`config.mk`:
```
export PLATFORM = sky130hd
export DESIGN_NAME = dxm_ext_mode
export DESIGN_NICKNAME = d
export VERILOG_FILES = /design/src/logic/dxm_pkg.sv /design/src/logic/dxm_cmd_if.sv /design/src/logic/dxm_cmd_delay.sv /design/src/logic/dxm_ext_mode.sv /design/src/logic/dxm_sync3.sv
export SDC_FILE = /design/constraint.sdc
export NUM_CORES = 1
export LEC_CHECK = 0
export BUFFER_PORTS_ARGS = -buffer_cell sky130_fd_sc_hd__buf_2
export CORE_ASPECT_RATIO = 1.1
export CORE_MARGIN = 8
export CORE_UTILIZATION = 40
export CTS_BUF_LIST = sky130_fd_sc_hd__clkbuf_8
export CTS_CLUSTER_DIAMETER = 40
export DETAILED_ROUTE_END_ITERATION = 16
export GPL_TIMING_DRIVEN = 0
export HOLD_SLACK_MARGIN = 0.05
export PLACE_DENSITY = 0.76
export REMOVE_ABC_BUFFERS = 1
export SLEW_MARGIN = 20
export SYNTH_ARGS = -nofsm -noshare
export SYNTH_HDL_FRONTEND = slang
export SYNTH_SLANG_ARGS = --single-unit
```
`constraint.sdc`:
```
create_clock -name core_clk -period 2.3 [get_ports core_clk]
set_input_delay 0.23 -clock core_clk [delete_from_list [all_inputs] [get_ports core_clk]]
set_output_delay 0.23 -clock core_clk [all_outputs]
set_load 0.01 [all_outputs]
```
`src/logic/dxm_pkg.sv`:
```
// package: field layout, command codes and constants of the extended mode registers
package dxm_pkg;
   // width of one extended mode word, E0 to E16
   localparam int MODE_W = 17;
   localparam int ADDR_W = 16;
   localparam int BANK_W = 3;
   // field positions inside the first extended register
   localparam int LOOP_DISABLE_BIT = 0;
   localparam int DRIVE_STRENGTH_BIT = 1;
   localparam int TERMINATION_SELECT_LOW = 2;
   localparam int ADDITIVE_LATENCY_LSB = 3;
   localparam int ADDITIVE_LATENCY_MSB = 5;
   localparam int TERMINATION_SELECT_HIGH = 6;
   localparam int CALIB_LSB = 7;
   localparam int CALIB_MSB = 9;
   localparam int COMPLEMENT_STROBE_DISABLE_BIT = 10;
   localparam int READ_STROBE_ENABLE_BIT = 11;
   localparam int OUTPUT_DISABLE_BIT = 12;
   localparam int TOP_RESERVED_BIT = 16;
   // field position inside the second extended register
   localparam int FAST_REFRESH_BIT = 7;
   // reset value of every extended register
   localparam logic [16:0] MODE_RESET = 17'h00000;
   // bank address codes selecting the extended registers
   localparam logic [1:0] BANK_SEL_ONE = 2'h1;
   localparam logic [1:0] BANK_SEL_TWO = 2'h2;
   localparam logic [1:0] BANK_SEL_THREE = 2'h3;
   // {ras_b, cas_b, we_b} codes with chip select low
   localparam logic [2:0] CMD_LOAD_MODE = 3'h0;
   localparam logic [2:0] CMD_WRITE = 3'h4;
   localparam int CMD_READ_I = 5;
   localparam logic [2:0] CMD_READ = 3'h5;
   // additive latency range in clocks
   localparam int AL_MAX = 6;
   localparam logic [2:0] AL_MAX_CODE = 3'h6;
   localparam int LAT_W = 4;
   // termination codes as {high, low} select bits
   localparam logic [1:0] TERM_OFF = 2'h0;
   localparam logic [1:0] TERM_75 = 2'h1;
   localparam logic [1:0] TERM_150 = 2'h2;
   localparam logic [1:0] TERM_50 = 2'h3;
   // read strobe exists only on the byte-wide part
   localparam logic BYTE_WIDE_CFG = 1'b1;
   // delay-locked loop control states, one-hot
   typedef enum logic [2:0] {
      LOOP_OFF = 3'h1,
      LOOP_RUN = 3'h2,
      LOOP_SELF_REFRESH = 3'h4
   } dxm_loop_type;
endpackage

```
`src/logic/dxm_cmd_if.sv`:
```
// interface: column commands into and out of the additive latency delay line
interface dxm_cmd_if;
   logic rd_in; // read command seen on the pins
   logic wr_in; // write command seen on the pins
   logic [2:0] al; // current additive latency
   logic rd_out; // read command due internally now
   logic wr_out; // write command due internally now
   modport src (output rd_in, output wr_in, output al, input rd_out, input wr_out);
   modport dly (input rd_in, input wr_in, input al, output rd_out, output wr_out);
endinterface

```
`src/logic/dxm_cmd_delay.sv`:
```
// module: holds read and write commands for the additive latency
module dxm_cmd_delay
   import dxm_pkg::*;
(
   input wire logic core_clk, // device clock
   input wire logic rst_b, // async reset, active low
   dxm_cmd_if.dly cmd // commands in, delayed commands out
);
   logic [1:0] pipe_ff [AL_MAX]; // {read, write} one stage per clock
   logic [1:0] tap; // stage picked by the latency

   // shift the commands one stage each clock
   always_ff @(posedge core_clk or negedge rst_b) begin
      if (!rst_b) begin
         for (int i = 0; i < AL_MAX; i++) begin
            pipe_ff[i] <= 2'h0;
         end
      end else begin
         pipe_ff[0] <= {cmd.rd_in, cmd.wr_in};
         for (int i = 1; i < AL_MAX; i++) begin
            pipe_ff[i] <= pipe_ff[i-1];
         end
      end
   end

   // zero latency passes straight; a reserved code acts as zero
   always_comb begin
      if (cmd.al == 3'h0 || cmd.al > AL_MAX_CODE) begin
         tap = {cmd.rd_in, cmd.wr_in};
      end else begin
         tap = pipe_ff[cmd.al - 3'h1];
      end
   end

   assign cmd.rd_out = tap[1];
   assign cmd.wr_out = tap[0];
endmodule // dxm_cmd_delay

```
`src/logic/dxm_ext_mode.sv`:
```
// module: extended mode registers and the settings they drive
//
// Contract
// - loop enable follows written loop disable bit
// - self refresh stops loop; exit restarts, resets
// - drive strength bit selects full or reduced
// - strobe disable bit gates complementary strobe
// - complementary read strobe needs both enable bits
// - byte-wide read strobe mirrors strobe on reads
// - output disable bit turns off all outputs
// - select bits choose termination off/50/75/150
// - termination pin switches only in allowed states
// - additive latency field gives zero to six; code 7 still reaches the latency outputs
// - column commands held for additive latency
// - read is additive plus column; write one less
// - registers hold contents until rewritten
// - bank one-low selects first extended register
// - bank low-one selects second extended register
// - both bank bits high select third register
module dxm_ext_mode
   import dxm_pkg::*;
(
   input wire logic core_clk, // device clock, 40 MHz
   input wire logic rst_b, // async reset, active low
   input wire logic cs_b, // chip select, active low
   input wire logic ras_b, // row strobe, active low
   input wire logic cas_b, // column strobe, active low
   input wire logic we_b, // write enable, active low
   input wire logic [2:0] bank_addr, // bank address, bit 2 is E16
   input wire logic [15:0] addr, // address bus, mode bits E0..E15
   input wire logic termination_control, // asynchronous termination pin
   input wire logic self_refresh, // device is in self refresh
   input wire logic bank_open, // some bank is active
   input wire logic power_down, // device in a power-down state
   input wire logic [2:0] column_latency, // from the base mode register
   output logic loop_enable_ff, // delay-locked loop running
   output logic loop_reset_ff, // one-cycle loop reset pulse
   output logic drive_reduced_ff, // reduced output drive selected
   output logic dqs_comp_enable_ff, // complementary strobe driven
   output logic read_strobe_enable_ff, // read strobe driven on reads
   output logic read_strobe_comp_enable_ff, // complementary read strobe
   output logic data_out_enable_ff, // data and strobe outputs enabled
   output logic [1:0] term_code_ff, // selected termination value
   output logic term_active_ff, // termination switched on now
   output logic [2:0] calib_code_ff, // driver calibration bits
   output logic [2:0] additive_latency_ff, // additive latency in clocks
   output logic [3:0] read_latency_ff, // read latency in clocks
   output logic [3:0] write_latency_ff, // write latency in clocks
   output logic fast_refresh_ff, // faster refresh rate selected
   output logic [16:0] extended_mode_two_ff, // second extended register
   output logic [16:0] extended_mode_three_ff, // third extended register
   output logic int_read_ff, // read issued internally
   output logic int_write_ff // write issued internally
);
   logic [16:0] extended_mode_one_ff; // first extended register
   logic [16:0] nxt_extended_mode_one; // its next value
   logic [16:0] mode_word; // value presented by the pins
   logic cmd_sel; // chip selected
   logic load_mode_command; // load-mode seen this cycle
   logic rd_cmd; // read seen this cycle
   logic wr_cmd; // write seen this cycle
   logic wr_one; // load into the first register
   logic wr_two; // load into the second register
   logic wr_three; // load into the third register
   logic term_pin_ff; // synchronised termination pin
   logic term_allowed; // state lets the pin act
   logic [1:0] nxt_term_code; // termination code of the next word
   logic [2:0] nxt_al; // additive latency of the next word
   dxm_loop_type loop_state_ff; // loop control state
   dxm_loop_type nxt_loop_state; // its next value
   dxm_cmd_if cmd_bus (); // link to the delay line

   // command decode straight from the pins, same clock as the controller
   assign cmd_sel = !cs_b;
   assign load_mode_command = cmd_sel && ({ras_b, cas_b, we_b} == CMD_LOAD_MODE);
   assign rd_cmd = cmd_sel && ({ras_b, cas_b, we_b} == CMD_READ);
   assign wr_cmd = cmd_sel && ({ras_b, cas_b, we_b} == CMD_WRITE);
   // bank bits 1..0 pick the target; bank bit 2 lands in E16
   assign mode_word = {bank_addr[2], addr};
   assign wr_one = load_mode_command && (bank_addr[1:0] == BANK_SEL_ONE);
   assign wr_two = load_mode_command && (bank_addr[1:0] == BANK_SEL_TWO);
   assign wr_three = load_mode_command && (bank_addr[1:0] == BANK_SEL_THREE);

   // value of the first register after this edge
   always_comb begin
      if (wr_one) begin
         nxt_extended_mode_one = mode_word;
      end else begin
         nxt_extended_mode_one = extended_mode_one_ff;
      end
   end

   // fields decoded from the next word so settings apply right after the load
   assign nxt_term_code = {nxt_extended_mode_one[TERMINATION_SELECT_HIGH],
                           nxt_extended_mode_one[TERMINATION_SELECT_LOW]};
   assign nxt_al = nxt_extended_mode_one[ADDITIVE_LATENCY_MSB:ADDITIVE_LATENCY_LSB];

   // first extended register store
   always_ff @(posedge core_clk or negedge rst_b) begin
      if (!rst_b) begin
         extended_mode_one_ff <= MODE_RESET;
      end else begin
         extended_mode_one_ff <= nxt_extended_mode_one;
      end
   end

   // second and third extended registers; only a matching load changes them
   always_ff @(posedge core_clk or negedge rst_b) begin
      if (!rst_b) begin
         extended_mode_two_ff <= MODE_RESET;
         extended_mode_three_ff <= MODE_RESET;
         fast_refresh_ff <= 1'b0;
      end else begin
         if (wr_two) begin
            extended_mode_two_ff <= mode_word;
            fast_refresh_ff <= mode_word[FAST_REFRESH_BIT];
         end
         if (wr_three) begin
            extended_mode_three_ff <= mode_word;
         end
      end
   end

   // loop state: write of the disable bit, self refresh entry and exit
   always_comb begin
      nxt_loop_state = loop_state_ff;
      case (loop_state_ff)
         LOOP_OFF: begin
            if (self_refresh) begin
               nxt_loop_state = LOOP_SELF_REFRESH;
            end else if (!nxt_extended_mode_one[LOOP_DISABLE_BIT]) begin
               nxt_loop_state = LOOP_RUN;
            end
         end
         LOOP_RUN: begin
            if (self_refresh) begin
               nxt_loop_state = LOOP_SELF_REFRESH;
            end else if (nxt_extended_mode_one[LOOP_DISABLE_BIT]) begin
               nxt_loop_state = LOOP_OFF;
            end
         end
         LOOP_SELF_REFRESH: begin
            if (!self_refresh) begin
               nxt_loop_state = LOOP_RUN;
            end
         end
         default: begin
            nxt_loop_state = LOOP_OFF;
         end
      endcase
   end

   // loop state register and its outputs
   always_ff @(posedge core_clk or negedge rst_b) begin
      if (!rst_b) begin
         loop_state_ff <= LOOP_RUN;
         loop_enable_ff <= 1'b1;
         loop_reset_ff <= 1'b0;
      end else begin
         loop_state_ff <= nxt_loop_state;
         loop_enable_ff <= (nxt_loop_state == LOOP_RUN);
         // leaving self refresh restarts the loop with a reset pulse
         loop_reset_ff <= (loop_state_ff == LOOP_SELF_REFRESH) && !self_refresh;
      end
   end

   // output buffer settings from the next first-register value
   always_ff @(posedge core_clk or negedge rst_b) begin
      if (!rst_b) begin
         drive_reduced_ff <= 1'b0;
         dqs_comp_enable_ff <= 1'b0;
         read_strobe_enable_ff <= 1'b0;
         read_strobe_comp_enable_ff <= 1'b0;
         data_out_enable_ff <= 1'b0;
         calib_code_ff <= 3'h0;
      end else begin
         drive_reduced_ff <= nxt_extended_mode_one[DRIVE_STRENGTH_BIT];
         // output disable overrides every strobe and data enable
         data_out_enable_ff <= !nxt_extended_mode_one[OUTPUT_DISABLE_BIT];
         dqs_comp_enable_ff <= !nxt_extended_mode_one[COMPLEMENT_STROBE_DISABLE_BIT]
                               && !nxt_extended_mode_one[OUTPUT_DISABLE_BIT];
         // read strobe only exists on the byte-wide part; writes ignore it
         read_strobe_enable_ff <= BYTE_WIDE_CFG
                                  && nxt_extended_mode_one[READ_STROBE_ENABLE_BIT]
                                  && !nxt_extended_mode_one[OUTPUT_DISABLE_BIT];
         read_strobe_comp_enable_ff <= BYTE_WIDE_CFG
                                  && nxt_extended_mode_one[READ_STROBE_ENABLE_BIT]
                                  && !nxt_extended_mode_one[COMPLEMENT_STROBE_DISABLE_BIT]
                                  && !nxt_extended_mode_one[OUTPUT_DISABLE_BIT];
         calib_code_ff <= nxt_extended_mode_one[CALIB_MSB:CALIB_LSB];
      end
   end

   // termination pin passes the synchroniser before it acts
   dxm_sync3 u_term_sync (
      .core_clk (core_clk),
      .rst_b (rst_b),
      .pin_in (termination_control),
      .level_ff (term_pin_ff)
   );

   // the pin acts in active, active power-down and precharge power-down
   assign term_allowed = !self_refresh && (bank_open || power_down);

   // termination selection and switching
   always_ff @(posedge core_clk or negedge rst_b) begin
      if (!rst_b) begin
         term_code_ff <= TERM_OFF;
         term_active_ff <= 1'b0;
      end else begin
         term_code_ff <= nxt_term_code;
         term_active_ff <= (nxt_term_code != TERM_OFF) && term_pin_ff
                           && term_allowed;
      end
   end

   // latencies; column latency comes from the base register
   always_ff @(posedge core_clk or negedge rst_b) begin
      if (!rst_b) begin
         additive_latency_ff <= 3'h0;
         read_latency_ff <= 4'h0;
         write_latency_ff <= 4'h0;
      end else begin
         additive_latency_ff <= nxt_al;
         read_latency_ff <= {1'b0, nxt_al} + {1'b0, column_latency};
         write_latency_ff <= {1'b0, nxt_al} + {1'b0, column_latency} - 4'h1;
      end
   end

   // column commands go through the delay line at the stored latency
   assign cmd_bus.rd_in = rd_cmd;
   assign cmd_bus.wr_in = wr_cmd;
   assign cmd_bus.al = extended_mode_one_ff[ADDITIVE_LATENCY_MSB:ADDITIVE_LATENCY_LSB];

   dxm_cmd_delay u_delay (
      .core_clk (core_clk),
      .rst_b (rst_b),
      .cmd (cmd_bus.dly)
   );

   // internal command strobes, registered
   always_ff @(posedge core_clk or negedge rst_b) begin
      if (!rst_b) begin
         int_read_ff <= 1'b0;
         int_write_ff <= 1'b0;
      end else begin
         int_read_ff <= cmd_bus.rd_out;
         int_write_ff <= cmd_bus.wr_out;
      end
   end
endmodule // dxm_ext_mode

```
`src/logic/dxm_sync3.sv`:
```
// module: three-flop synchroniser that accepts a change once two stages agree
module dxm_sync3 (
   input wire logic core_clk, // device clock
   input wire logic rst_b, // async reset, active low
   input wire logic pin_in, // asynchronous pin level
   output logic level_ff // filtered synchronous level
);
   logic s1_ff; // first stage, read only by s2_ff
   logic s2_ff; // second stage
   logic s3_ff; // third stage

   // synchroniser chain
   always_ff @(posedge core_clk or negedge rst_b) begin
      if (!rst_b) begin
         s1_ff <= 1'b0;
         s2_ff <= 1'b0;
         s3_ff <= 1'b0;
      end else begin
         s1_ff <= pin_in;
         s2_ff <= s1_ff;
         s3_ff <= s2_ff;
      end
   end

   // take the new level only when stages two and three agree
   always_ff @(posedge core_clk or negedge rst_b) begin
      if (!rst_b) begin
         level_ff <= 1'b0;
      end else if (s2_ff == s3_ff) begin
         level_ff <= s3_ff;
      end
   end
endmodule // dxm_sync3

```
==> results of run 1 <==
-- critical path: stages --
cell      delay (ns)
buf_2           0.13
nor4_4          0.38
nand3b_1        0.21
buf_4           0.19
mux2_2          0.24
inv_1           0.06
fa_1            0.40
xnor2_1         0.32
nor3_2          0.09
xor2_1          0.15
-- worst max path at each step --
stage,to,cells after the start
after floorplan,write_latency_ff[2],8
after global placement,write_latency_ff[2],9
after detailed placement,write_latency_ff[2],9
after CTS,write_latency_ff[3],10
after global routing,write_latency_ff[3],10
final,write_latency_ff[3],10
-- cells in the final DEF, fill, tap and decap left out --
| master | synthesis | layout |
|---|---|---|
| a211oi_1 | 1 | 1 |
| a21o_1 | 3 | 3 |
| a22o_1 | 2 | 2 |
| and2_1 | 1 | 1 |
| buf_16 | 0 | 1 |
| buf_2 | 3 | 91 |
| buf_4 | 9 | 4 |
| bufinv_16 | 0 | 1 |
| clkbuf_8 | 0 | 11 |
| clkinv_2 | 0 | 1 |
| clkinvlp_4 | 0 | 2 |
| dfrtp_1 | 81 | 81 |
| dfstp_2 | 2 | 2 |
| dlygate4sd3_1 | 0 | 2 |
| fa_1 | 1 | 1 |
| ha_1 | 7 | 7 |
| inv_1 | 10 | 11 |
| maj3_1 | 1 | 1 |
| mux2_2 | 48 | 48 |
| mux2i_1 | 4 | 4 |
| mux4_2 | 2 | 2 |
| nand2_1 | 2 | 2 |
| nand2b_1 | 1 | 1 |
| nand3_1 | 1 | 1 |
| nand3_2 | 1 | 1 |
| nand3b_1 | 2 | 3 |
| nand3b_2 | 1 | 1 |
| nor2_1 | 9 | 9 |
| nor3_1 | 2 | 1 |
| nor3_2 | 0 | 1 |
| nor3b_1 | 1 | 1 |
| nor4_4 | 1 | 1 |
| nor4b_1 | 1 | 1 |
| nor4bb_1 | 1 | 1 |
| o211ai_1 | 1 | 1 |
| o21ai_0 | 1 | 1 |
| o21bai_1 | 2 | 2 |
| o31ai_1 | 2 | 2 |
| xnor2_1 | 3 | 3 |
| xor2_1 | 2 | 2 |
-- routing by layer --
layer,vias up,part of all wire,global-route usage
met3,8,0.053,0.0314
met2,47,0.55,0.233
met1,1007,0.38,0.140
li1,917,-,-
met4,2,0.016,0.0578
met5,-,0.0017,0
-- metrics by stage --
stage                     hold WS [ns]  area (um2)
after CTS                        0.117        4020
after global placement           0.333        3740
after global routing             0.114        4030
after floorplan                -0.0656        3150
after detailed placement         0.165        3770
final                            0.143        4030
-- area by class of cell --
class                   instances  area (um2)  area share
repair buffers                 98         533       0.132
multi-input cells             105        1040       0.258
clock buffers                  11         151      0.0375
well taps                     108         135      0.0335
clock inverters                 5        53.8      0.0133
inverters                      10        37.5     0.00931
flip-flops and latches         83        2080       0.516
-- sequential cells by signal, indices dropped and copies added (netlist names), 2 cells and up --
register and flops:
extended_mode_one_ff 8, write_latency_ff 4, extended_mode_two_ff 17, u_delay.pipe_ff 12, extended_mode_three_ff 17, additive_latency_ff 2, loop_state_ff 3, read_latency_ff 4
calib_code_ff 2
-- power groups by stage --
stage | registers (mW) | clock network, mW | logic, mW
global placement | 1.88 | 0 | 0.870
global route | 1.90 | 1.15 | 0.987
floorplan | 2.00 | 0 | 0.376
detailed placement | 1.90 | 0 | 0.905
finish | 1.87 | 1.04 | 0.894
CTS | 1.87 | 1.09 | 0.913
-- timing repair --
action / CTS / global route
gates resized for setup: 0 / 1
hold buffers: 2 / 0
cloned: 1 / 0
pin swaps: 1 / 2
endpoints found under the hold margin: 25 / 0
endpoints found under the setup margin: 6 / 2
setup buffers: 2 / 1
-- cells by family after synthesis --
kind of cell	synth area share
fa+ha+maj	0.0363
mux	0.193
simple gates	0.0471
xor+xnor	0.0135
flops	0.641
compound gates	0.0278
buf+inv	0.0416
==> out/qor.txt, run 1 <==
htree depth - 3
CTS sink cnt - 83
grt ovf - 0
Final nets - 347
slew margin rel. - 0.602
initial DRC count - 43
crit start category - input port
synthesis-stage register bit count - 83
Clk Tree Root Cell - clkbuf_8
# rows - 34
Pwr Total - 3.80 mW
Max-Cap Viols - 0
Post-Route WL - 7050 um
WL/cell - 16.8 um
CP arrival - 2.39 ns
Max clock buf depth - 2
Synth top cells by count - dfrtp_1 (81), mux2_2 (48), inv_1 (10)
Port Buf Inserts - 92
antenna violations before repair - 1
Syn Area/Cell - 15.4 um2
Worst Tran Pin Value - 0.594 ns
Syn Inst Count - 211
Synth Warn # - 0
chip height - 110 um
DP Cell Count - 398
Synth-to-Final Area Change - 24.3%
Clock power frac - 0.274
CP startpoint - cs_b
r2r endpoint - write_latency_ff[3]
Power Density - 943 nW/um2
P_sw - 1.08 mW
Place WS - -1.07 ns
Setup violations, final - 0
pin count of the biggest net entering global routing - 60
fin crit share - 0.946
post-layout util - 0.510
vias in the first global route - 2237
Most used DFF post-synth - dfrtp_1
Peak Freq - 0.460 GHz
most frequent cell after synthesis - dfrtp_1
clock transition at the registers of the reported paths - 0.08 ns
status - finished, final reports clean
FILL cells - 727
DIE WIDTH - 102 um
R2R Setup Slk - 0.26 ns
GPL Wtd Cong - 0.718
CP endpoint kind - flop
Antenna Cells - 0
global-route wire length before repair - 11400 um
kind of critical path - in2reg
Worst Hold Path Cells - 2
Worst Hold Launch - cas_b
Synth cell types - 35
worst r2r path cells - 7
Worst Hold Class - in2reg
Synth top area share - 0.625
CTS tree - done
Setup WS post-layout - 0.125 ns
via count - 1981
Boundary Pins - 93
critical path peak fanout - 4
Seq/Total Area, Yosys - 0.641
worst r2r src - additive_latency_ff[0]
clk_lat worst skew - 0.33 ns
TritonRoute pass-1 iters - 3
clk_skew - 0.00874 ns
hold worst-path end - u_delay.pipe_ff[11]
Mapped Area - 3240 um2
Routed Antenna Nets - 0
Avg Vias per Cell - 4.72
min cycle time layout - 2.18 ns
Synth async-reset ratio - 1.00
combinational power share - 0.235
Die Footprint - 11300 um2
HPWL after DPL - 4940 um
GRT Total Usage - 0.131
worst ir drop on vdd - 0.510 mV
WP data required - 2.52 ns
Hold Fails Final Rpt - 0
Slew Limit Fails - 0
Post-synth EDFFs - 0
Pint - 2.72 mW
final std cells w/o fill - 420
CTS Buf Count - 9
sequential share of power - 0.491
cell taking the most area after synthesis - dfrtp_1
Net Sw Frac - 0.284
layout cell share with drive strength beyond 1 - 0.535
Starting Density - 0.410
setup TNS - 0 ns
LEAKAGE - 2.10 nW
ranking of synthesized cells by area - dfrtp_1 (62%), mux2_2 (17%), ha_1 (2.7%)
DRC violations left - 0
core area - 7910 um2
Power figures use the tool's default switching activity.
==> inputs of run 2 (changes only) <==
- ABC_AREA: not set -> 1
==> run 2 against run 1 <==
  * Synthesized cell count grew 61%
  * Synthesized area grew 5.7%
  * Die area grew 4.8%
  * Sequential cell count is the same
  * Power grew 2.9%
  * Non-clock buffer count shrank 3
  * Cell count grew 30%
  * Clock power is essentially flat
==> out/qor.txt, run 2 <==
Antenna Cells - 0 (unchanged)
DIE WIDTH - 104 um (+2.4%)
commonest cells after routing, fill and taps aside - buf_2 (91), dfrtp_1 (81), nand2_1 (77)
clock transition at the registers of the reported paths - 0.09 ns (about the same)
worst r2r src - additive_latency_ff[0]
Pint - 2.67 mW (-1.8%)
FILL cells - 801 (+10%)
Port Buf Inserts - 92 (unchanged)
Slowest-stage cell, CP - fa_1
commonest non-fill, non-tap cell in the layout - buf_2
Synth top cells by count - dfrtp_1 (81), nand2_1 (77), inv_1 (57)
Syn Area/Cell - 10.1 um2 (-34%)
CP Cell Sequence - buf_2 -> nor2_4 -> nand3_4 -> o21ai_2 -> ha_1 -> inv_1 -> fa_1 -> ha_1 -> xor2_1
Worst Hold Path Cells - 3 (+1)
Hold Fails Final Rpt - 0 (unchanged)
Place WS - -0.276 ns (+0.791 ns)
Clk Tree Root Cell - clkbuf_8
Mapped Area - 3430 um2 (+5.7%)
antenna violations before repair - 0 (-1)
cell taking the most area after synthesis - dfrtp_1
core area - 8360 um2 (+5.7%)
Starting Density - 0.410 (about the same)
CTS Buf Count - 9 (unchanged)
worst ir drop on vdd - 0.434 mV (-15%)
fin crit share - 0.909 (-0.0366)
Clock power frac - 0.273 (about the same)
most frequent cell after synthesis - dfrtp_1
CP peak stage delay - 0.49 ns (+0.09 ns)
Worst Tran Pin Value - 0.546 ns (-0.0478 ns)
GRT Total Usage - 0.130 (about the same)
pin count of the biggest net entering global routing - 49 (-18%)
Post-Route WL - 7530 um (+6.8%)
Worst Hold Class - in2reg
Most used DFF post-synth - dfrtp_1
global-route wire length before repair - 12400 um (+9.2%)
htree depth - 3 (unchanged)
slew margin rel. - 0.635 (+0.0333)
WP data required - 2.55 ns (+0.03 ns)
Synth top area share - 0.591 (-0.0335)
Avg Vias per Cell - 4.53 (-3.9%)
r2r endpoint - write_latency_ff[2]
Power Density - 939 nW/um2 (-0.45%)
Post-synth EDFFs - 0 (unchanged)
HPWL after DPL - 5520 um (+12%)
Max-Cap Viols - 0 (unchanged)
Synth Warn # - 0 (unchanged)
post-layout util - 0.498 (-0.0115)
status - finished, final reports clean
Routed Antenna Nets - 0 (unchanged)
Final nets - 468 (+35%)
Hold Slack - 0.129 ns (-0.0140 ns)
hold worst-path end - extended_mode_two_ff[13]
CTS sink cnt - 83 (unchanged)
min cycle time layout - 2.09 ns (-0.0841 ns)
top flop regs - extended_mode_three_ff: 17 flops, extended_mode_two_ff: 17 flops, u_delay.pipe_ff: 12 flops
Max clock buf depth - 2 (unchanged)
via count - 2465 (+24%)
post_cts resized - 0 (unchanged)
CTS tree - done
Synth async-reset ratio - 1.00 (unchanged)
synthesis-stage register bit count - 83 (unchanged)
R2R Setup Slk - 0.30 ns (+0.04 ns)
ranking of synthesized cells by area - dfrtp_1 (59%), nand2_1 (8.4%), inv_1 (6.2%)
critical path peak fanout - 11 (+7)
Boundary Pins - 93 (unchanged)
Net Sw Frac - 0.316 (+0.0326)
Syn Inst Count - 339 (+61%)
# rows - 35 (+2.9%)
crit start category - input port
kind of critical path - in2reg
GPL Wtd Cong - 0.820 (+14%)
final std cells w/o fill - 544 (+30%)
Synth cell types - 31 (-11%)
DRC violations left - 0 (unchanged)
cell repeated most along the worst path - ha_1
Setup violations, final - 0 (unchanged)
worst r2r path cells - 7 (unchanged)
CP arrival - 2.34 ns (-0.05 ns)
clk_skew - 0.00834 ns (-0.000403 ns)
chip height - 113 um (+2.4%)
P_sw - 1.24 mW (+15%)
vias in the first global route - 2633 (+18%)
layout cell share with drive strength beyond 1 - 0.314 (-0.221)
sequential share of power - 0.479 (-0.012)
grt ovf - 0 (unchanged)
CP endpoint kind - flop
WL/cell - 13.8 um (-18%)
initial DRC count - 116 (+170%)
combinational power share - 0.249 (+0.014)
Die Footprint - 11800 um2 (+4.8%)
clk_lat worst skew - 0.35 ns (+0.02 ns)
Setup WS post-layout - 0.209 ns (+0.0841 ns)
Slew Limit Fails - 0 (unchanged)
DP Cell Count - 525 (+32%)
Synth-to-Final Area Change - 21.5%
Peak Freq - 0.478 GHz (+4.0%)
LEAKAGE - 2.31 nW (+10%)
TritonRoute pass-1 iters - 4 (+1)
unrepaired setup endpoints after global routing - no
Seq/Total Area, Yosys - 0.607 (-0.0344)
Worst Hold Launch - addr[13]
-- run 2: changes by cell type in the layout (fill, tap and decap cells not counted), sizes merged, moves of 3 or more --
cell | before | now
nand2 | 2 | 82
inv | 11 | 60
mux2 | 48 | 0
o21ai | 1 | 45
nand3 | 2 | 10
nand4 | 0 | 8
nor2 | 9 | 17
a21oi | 0 | 4
mux2i | 4 | 0
nand3b | 4 | 0
a21o | 3 | 0
buf | 96 | 93
-- run 2: worst max-delay path: cells and delay by family --
family | cells | cell delay [ns]
XOR/XNOR | 1 | 0.16
buffers and inverters | 2 | 0.17
AO/OA/AOI/OAI | 1 | 0.24
AND/OR/NAND/NOR | 2 | 0.61
adder cells (fa/ha/maj) | 3 | 0.92
-- run 2: cells by family after synthesis --
logic type	count (synthesis)	synth area share
AO/OA/AOI/OAI	51	0.0880
AND/OR/NAND/NOR	118	0.165
XOR/XNOR	2	0.00511
buffers and inverters	76	0.101
flip-flops	83	0.607
adder cells (fa/ha/maj)	9	0.0343
-- run 2: stage by stage --
stage | TNS (ns) | total power, mW | area, um2
after floorplan | 0 | 2.46 | 3300
after global placement | -0.637 | 2.83 | 3900
after detailed placement | -0.804 | 2.89 | 3930
after CTS | 0 | 3.97 | 4160
after global routing | 0 | 4.19 | 4170
final | 0 | 3.91 | 4170
-- run 2: what timing repair did --
item | in CTS | in global routing
setup buffers | 0 | 0
hold buffers | 2 | 0
endpoints found under the hold margin | 36 | 0
endpoints found under the setup margin | 0 | 1
-- run 2: per-layer routing --
layer / share of wire / vias up / global-route usage
met3: 0.066 / 8 / 0.0529
met1: 0.42 / 1176 / 0.145
met4: 0.015 / 0 / 0.0522
li1: - / 1220 / -
met2: 0.50 / 61 / 0.218
met5: 0 / - / 0
-- run 2: power groups by stage --
stage | registers, mW | clock network [mW] | logic, mW
2_1_floorplan | 2.01 | 0 | 0.446
3_3_place_gp | 1.89 | 0 | 0.944
3_5_place_dp | 1.90 | 0 | 0.987
4_1_cts | 1.88 | 1.10 | 0.992
5_1_grt | 1.91 | 1.17 | 1.11
6_report | 1.87 | 1.07 | 0.972
-- run 2: how the worst max path moves through the flow --
stage	start	end	slack, ns	cells past startpoint
after detailed placement	cas_b	write_latency_ff[2]	-0.28	9
final	cas_b	write_latency_ff[2]	0.21	9
after global routing	cas_b	write_latency_ff[2]	0.06	10
after floorplan	cas_b	write_latency_ff[2]	0.21	9
after CTS	cas_b	write_latency_ff[2]	0.11	9
after global placement	cas_b	write_latency_ff[2]	-0.22	9
-- run 2: cell type report --
cell class | count | area, um2 | area share
Inverter | 58 | 218 | 0.0523
Clock buffer | 10 | 138 | 0.0330
Sequential cell | 83 | 2080 | 0.499
Multi-Input combinational cell | 181 | 1010 | 0.243
Tap cell | 111 | 139 | 0.0333
Timing Repair Buffer | 95 | 510 | 0.123
Clock inverter | 6 | 70.1 | 0.0168
==> inputs of run 3 (changes only) <==
- CAP_MARGIN: not set -> 15
- REMOVE_ABC_BUFFERS: 1 -> not set
==> run 3 against run 2 <==
  * Critical path depth grew 3
  * Clock-buffer cell count stayed put
  * Highest routed layer unchanged
  * Non-clock buffer count grew 18
  * Utilization is 1.6 points higher
  * Critical endpoint unchanged
  * Maximum frequency decreased by 2.5%
  * Largest power group unchanged
  * Clock skew down 0.0020 ns
==> out/qor.txt, run 3 (synthesis gave the netlist of run 2 again) <==
post-layout util - 0.515 (+0.0165)
post_cts resized - 0 (unchanged)
Worst Hold Launch - column_latency[0]
HPWL after DPL - 5960 um (+8.0%)
commonest non-fill, non-tap cell in the layout - buf_2
CP arrival - 2.41 ns (+0.07 ns)
WP data required - 2.56 ns (about the same)
Starting Density - 0.410 (unchanged)
Max-Cap Viols - 0 (unchanged)
Post-DP Area - 4060 um2 (+3.3%)
M3 GR Usage - 0.0460 (-0.00682)
Post-CTS Setup Inserts - 0 (unchanged)
clk_lat worst skew - 0.33 ns (-0.02 ns)
Post-Route WL - 7790 um (+3.5%)
met1 Use GR - 0.151 (+0.00616)
min cycle time layout - 2.14 ns (+0.0534 ns)
Port Buf Inserts - 92 (unchanged)
Boundary Pins - 93 (unchanged)
worst r2r path cells - 9 (+2)
post-route cell area - 4300 um2 (+3.3%)
GPL Wtd Cong - 0.735 (-10%)
DRC violations left - 0 (unchanged)
kind of critical path - in2reg
core area - 8360 um2 (unchanged)
antenna violations before repair - 0 (unchanged)
Antenna Cells - 0 (unchanged)
TritonRoute pass-1 iters - 4 (unchanged)
top flop regs - extended_mode_three_ff: 17 flops, extended_mode_two_ff: 17 flops, u_delay.pipe_ff: 12 flops
Final nets - 485 (+3.6%)
CTS sink cnt - 83 (unchanged)
Worst Hold Path Cells - 2 (-1)
unrepaired setup endpoints after global routing - no
WL/cell - 13.9 um (+0.38%)
Hold Fails Final Rpt - 0 (unchanged)
Clk Tree Root Cell - clkbuf_8
vias in the first global route - 2806 (+6.6%)
slew margin rel. - 0.708 (+0.0729)
global-route wire length before repair - 13000 um (+5.1%)
Max clock buf depth - 2 (unchanged)
Setup violations, final - 0 (unchanged)
LEAKAGE - 2.40 nW (+3.6%)
hold_buf cts - 2 (unchanged)
Slew Limit Fails - 0 (unchanged)
Power Density - 941 nW/um2 (+0.23%)
final std cells w/o fill - 561 (+3.1%)
Place WS - -0.201 ns (+0.0748 ns)
status - finished, final reports clean
# rows - 35 (unchanged)
via count - 2514 (+2.0%)
Avg Vias per Cell - 4.48 (-1.1%)
worst ir drop on vdd - 0.417 mV (-4.0%)
commonest cells after routing, fill and taps aside - buf_2 (98), dfrtp_1 (81), nand2_1 (77)
Routed Antenna Nets - 0 (unchanged)
setup TNS - 0 ns (unchanged)
Worst Tran Pin Value - 0.437 ns (-0.108 ns)
GRT Total Usage - 0.137 (+0.00650)
R2R Setup Slk - 0.35 ns (+0.05 ns)
CTS Buf Count - 9 (unchanged)
htree depth - 3 (unchanged)
fin crit share - 0.932 (+0.0232)
chip height - 113 um (unchanged)
Post-Syn Nets - 379
CTS tree - done
Peak Freq - 0.466 GHz (-2.5%)
hold worst-path end - read_latency_ff[0]
layout cell share with drive strength beyond 1 - 0.338 (+0.0237)
Setup WS post-layout - 0.156 ns (-0.0534 ns)
Slowest-stage cell, CP - fa_1
critical path peak fanout - 10 (-1)
crit start category - input port
Synth-to-Final Area Change - 25.5%
Worst Hold Class - in2reg
r2r endpoint - write_latency_ff[2]
worst r2r src - additive_latency_ff[0]
initial DRC count - 82 (-29%)
grt ovf - 0 (unchanged)
clk_skew - 0.00639 ns (-0.00195 ns)
CP endpoint kind - flop
GR Util met2 - 0.239 (+0.0213)
GR peak layer - met2
CP peak stage delay - 0.37 ns (-0.12 ns)
pin count of the biggest net entering global routing - 53 (+8.2%)
CP Cell Sequence - buf_2 -> nor2_4 -> nand3_4 -> buf_8 -> buf_6 -> o21ai_2 -> ha_1 -> inv_1 -> fa_1 -> or2_2 -> nand2_1 -> xor2_1
clock transition at the registers of the reported paths - 0.08 ns (about the same)
Die Footprint - 11800 um2 (unchanged)
DIE WIDTH - 104 um (unchanged)
DP Cell Count - 543 (+3.4%)
-- run 3: metal layers --
layer,up-vias,wire length [um]
met4,0,48
met1,1197,3320
li1,1253,-
met3,4,447
met5,-,0
met2,60,3970
-- run 3: worst max-delay path by stage --
stage               cells after the start                  end  slack, ns  startpoint
finish                                 12  write_latency_ff[2]       0.16       cas_b
global route                           12  write_latency_ff[2]       0.05       cas_b
CTS                                    12  write_latency_ff[2]       0.16       cas_b
detailed placement                     12  write_latency_ff[2]      -0.20       cas_b
global placement                       12  write_latency_ff[2]      -0.15       cas_b
floorplan                              11  write_latency_ff[2]       0.15       cas_b
-- run 3: cell type report --
cell class                      count  area (um2)
Multi-Input combinational cell    180        1000
Clock inverter                      6        88.8
Sequential cell                    83        2080
Tap cell                          111         139
Fill cell                         790        4060
Buffer                             18         129
Clock buffer                       10         138
Inverter                           58         218
Timing Repair Buffer               95         510
-- run 3: critical path: cells and delay by family --
| kind | cells | cell delay (ns) |
|---|---|---|
| XOR/XNOR | 1 | 0.14 |
| AND/OR/NAND/NOR | 4 | 0.83 |
| buffers and inverters | 4 | 0.49 |
| AO/OA/AOI/OAI | 1 | 0.15 |
| adder cells (fa/ha/maj) | 2 | 0.55 |
-- run 3: where the power goes --
part	switching, mW	internal (mW)	leakage (nW)	total (mW)
Combinational	0.590	0.429	1.22	1.02
Sequential	0.126	1.74	1.06	1.87
Clock	0.519	0.644	0.114	1.16
Total	1.24	2.81	2.40	4.05
-- run 3: metrics by stage --
step / total power, mW / hold slack (ns)
floorplan: 2.50 / -0.0656
global placement: 2.88 / 0.333
finish: 4.05 / 0.147
CTS: 4.10 / 0.134
global route: 4.31 / 0.149
detailed placement: 2.93 / 0.209
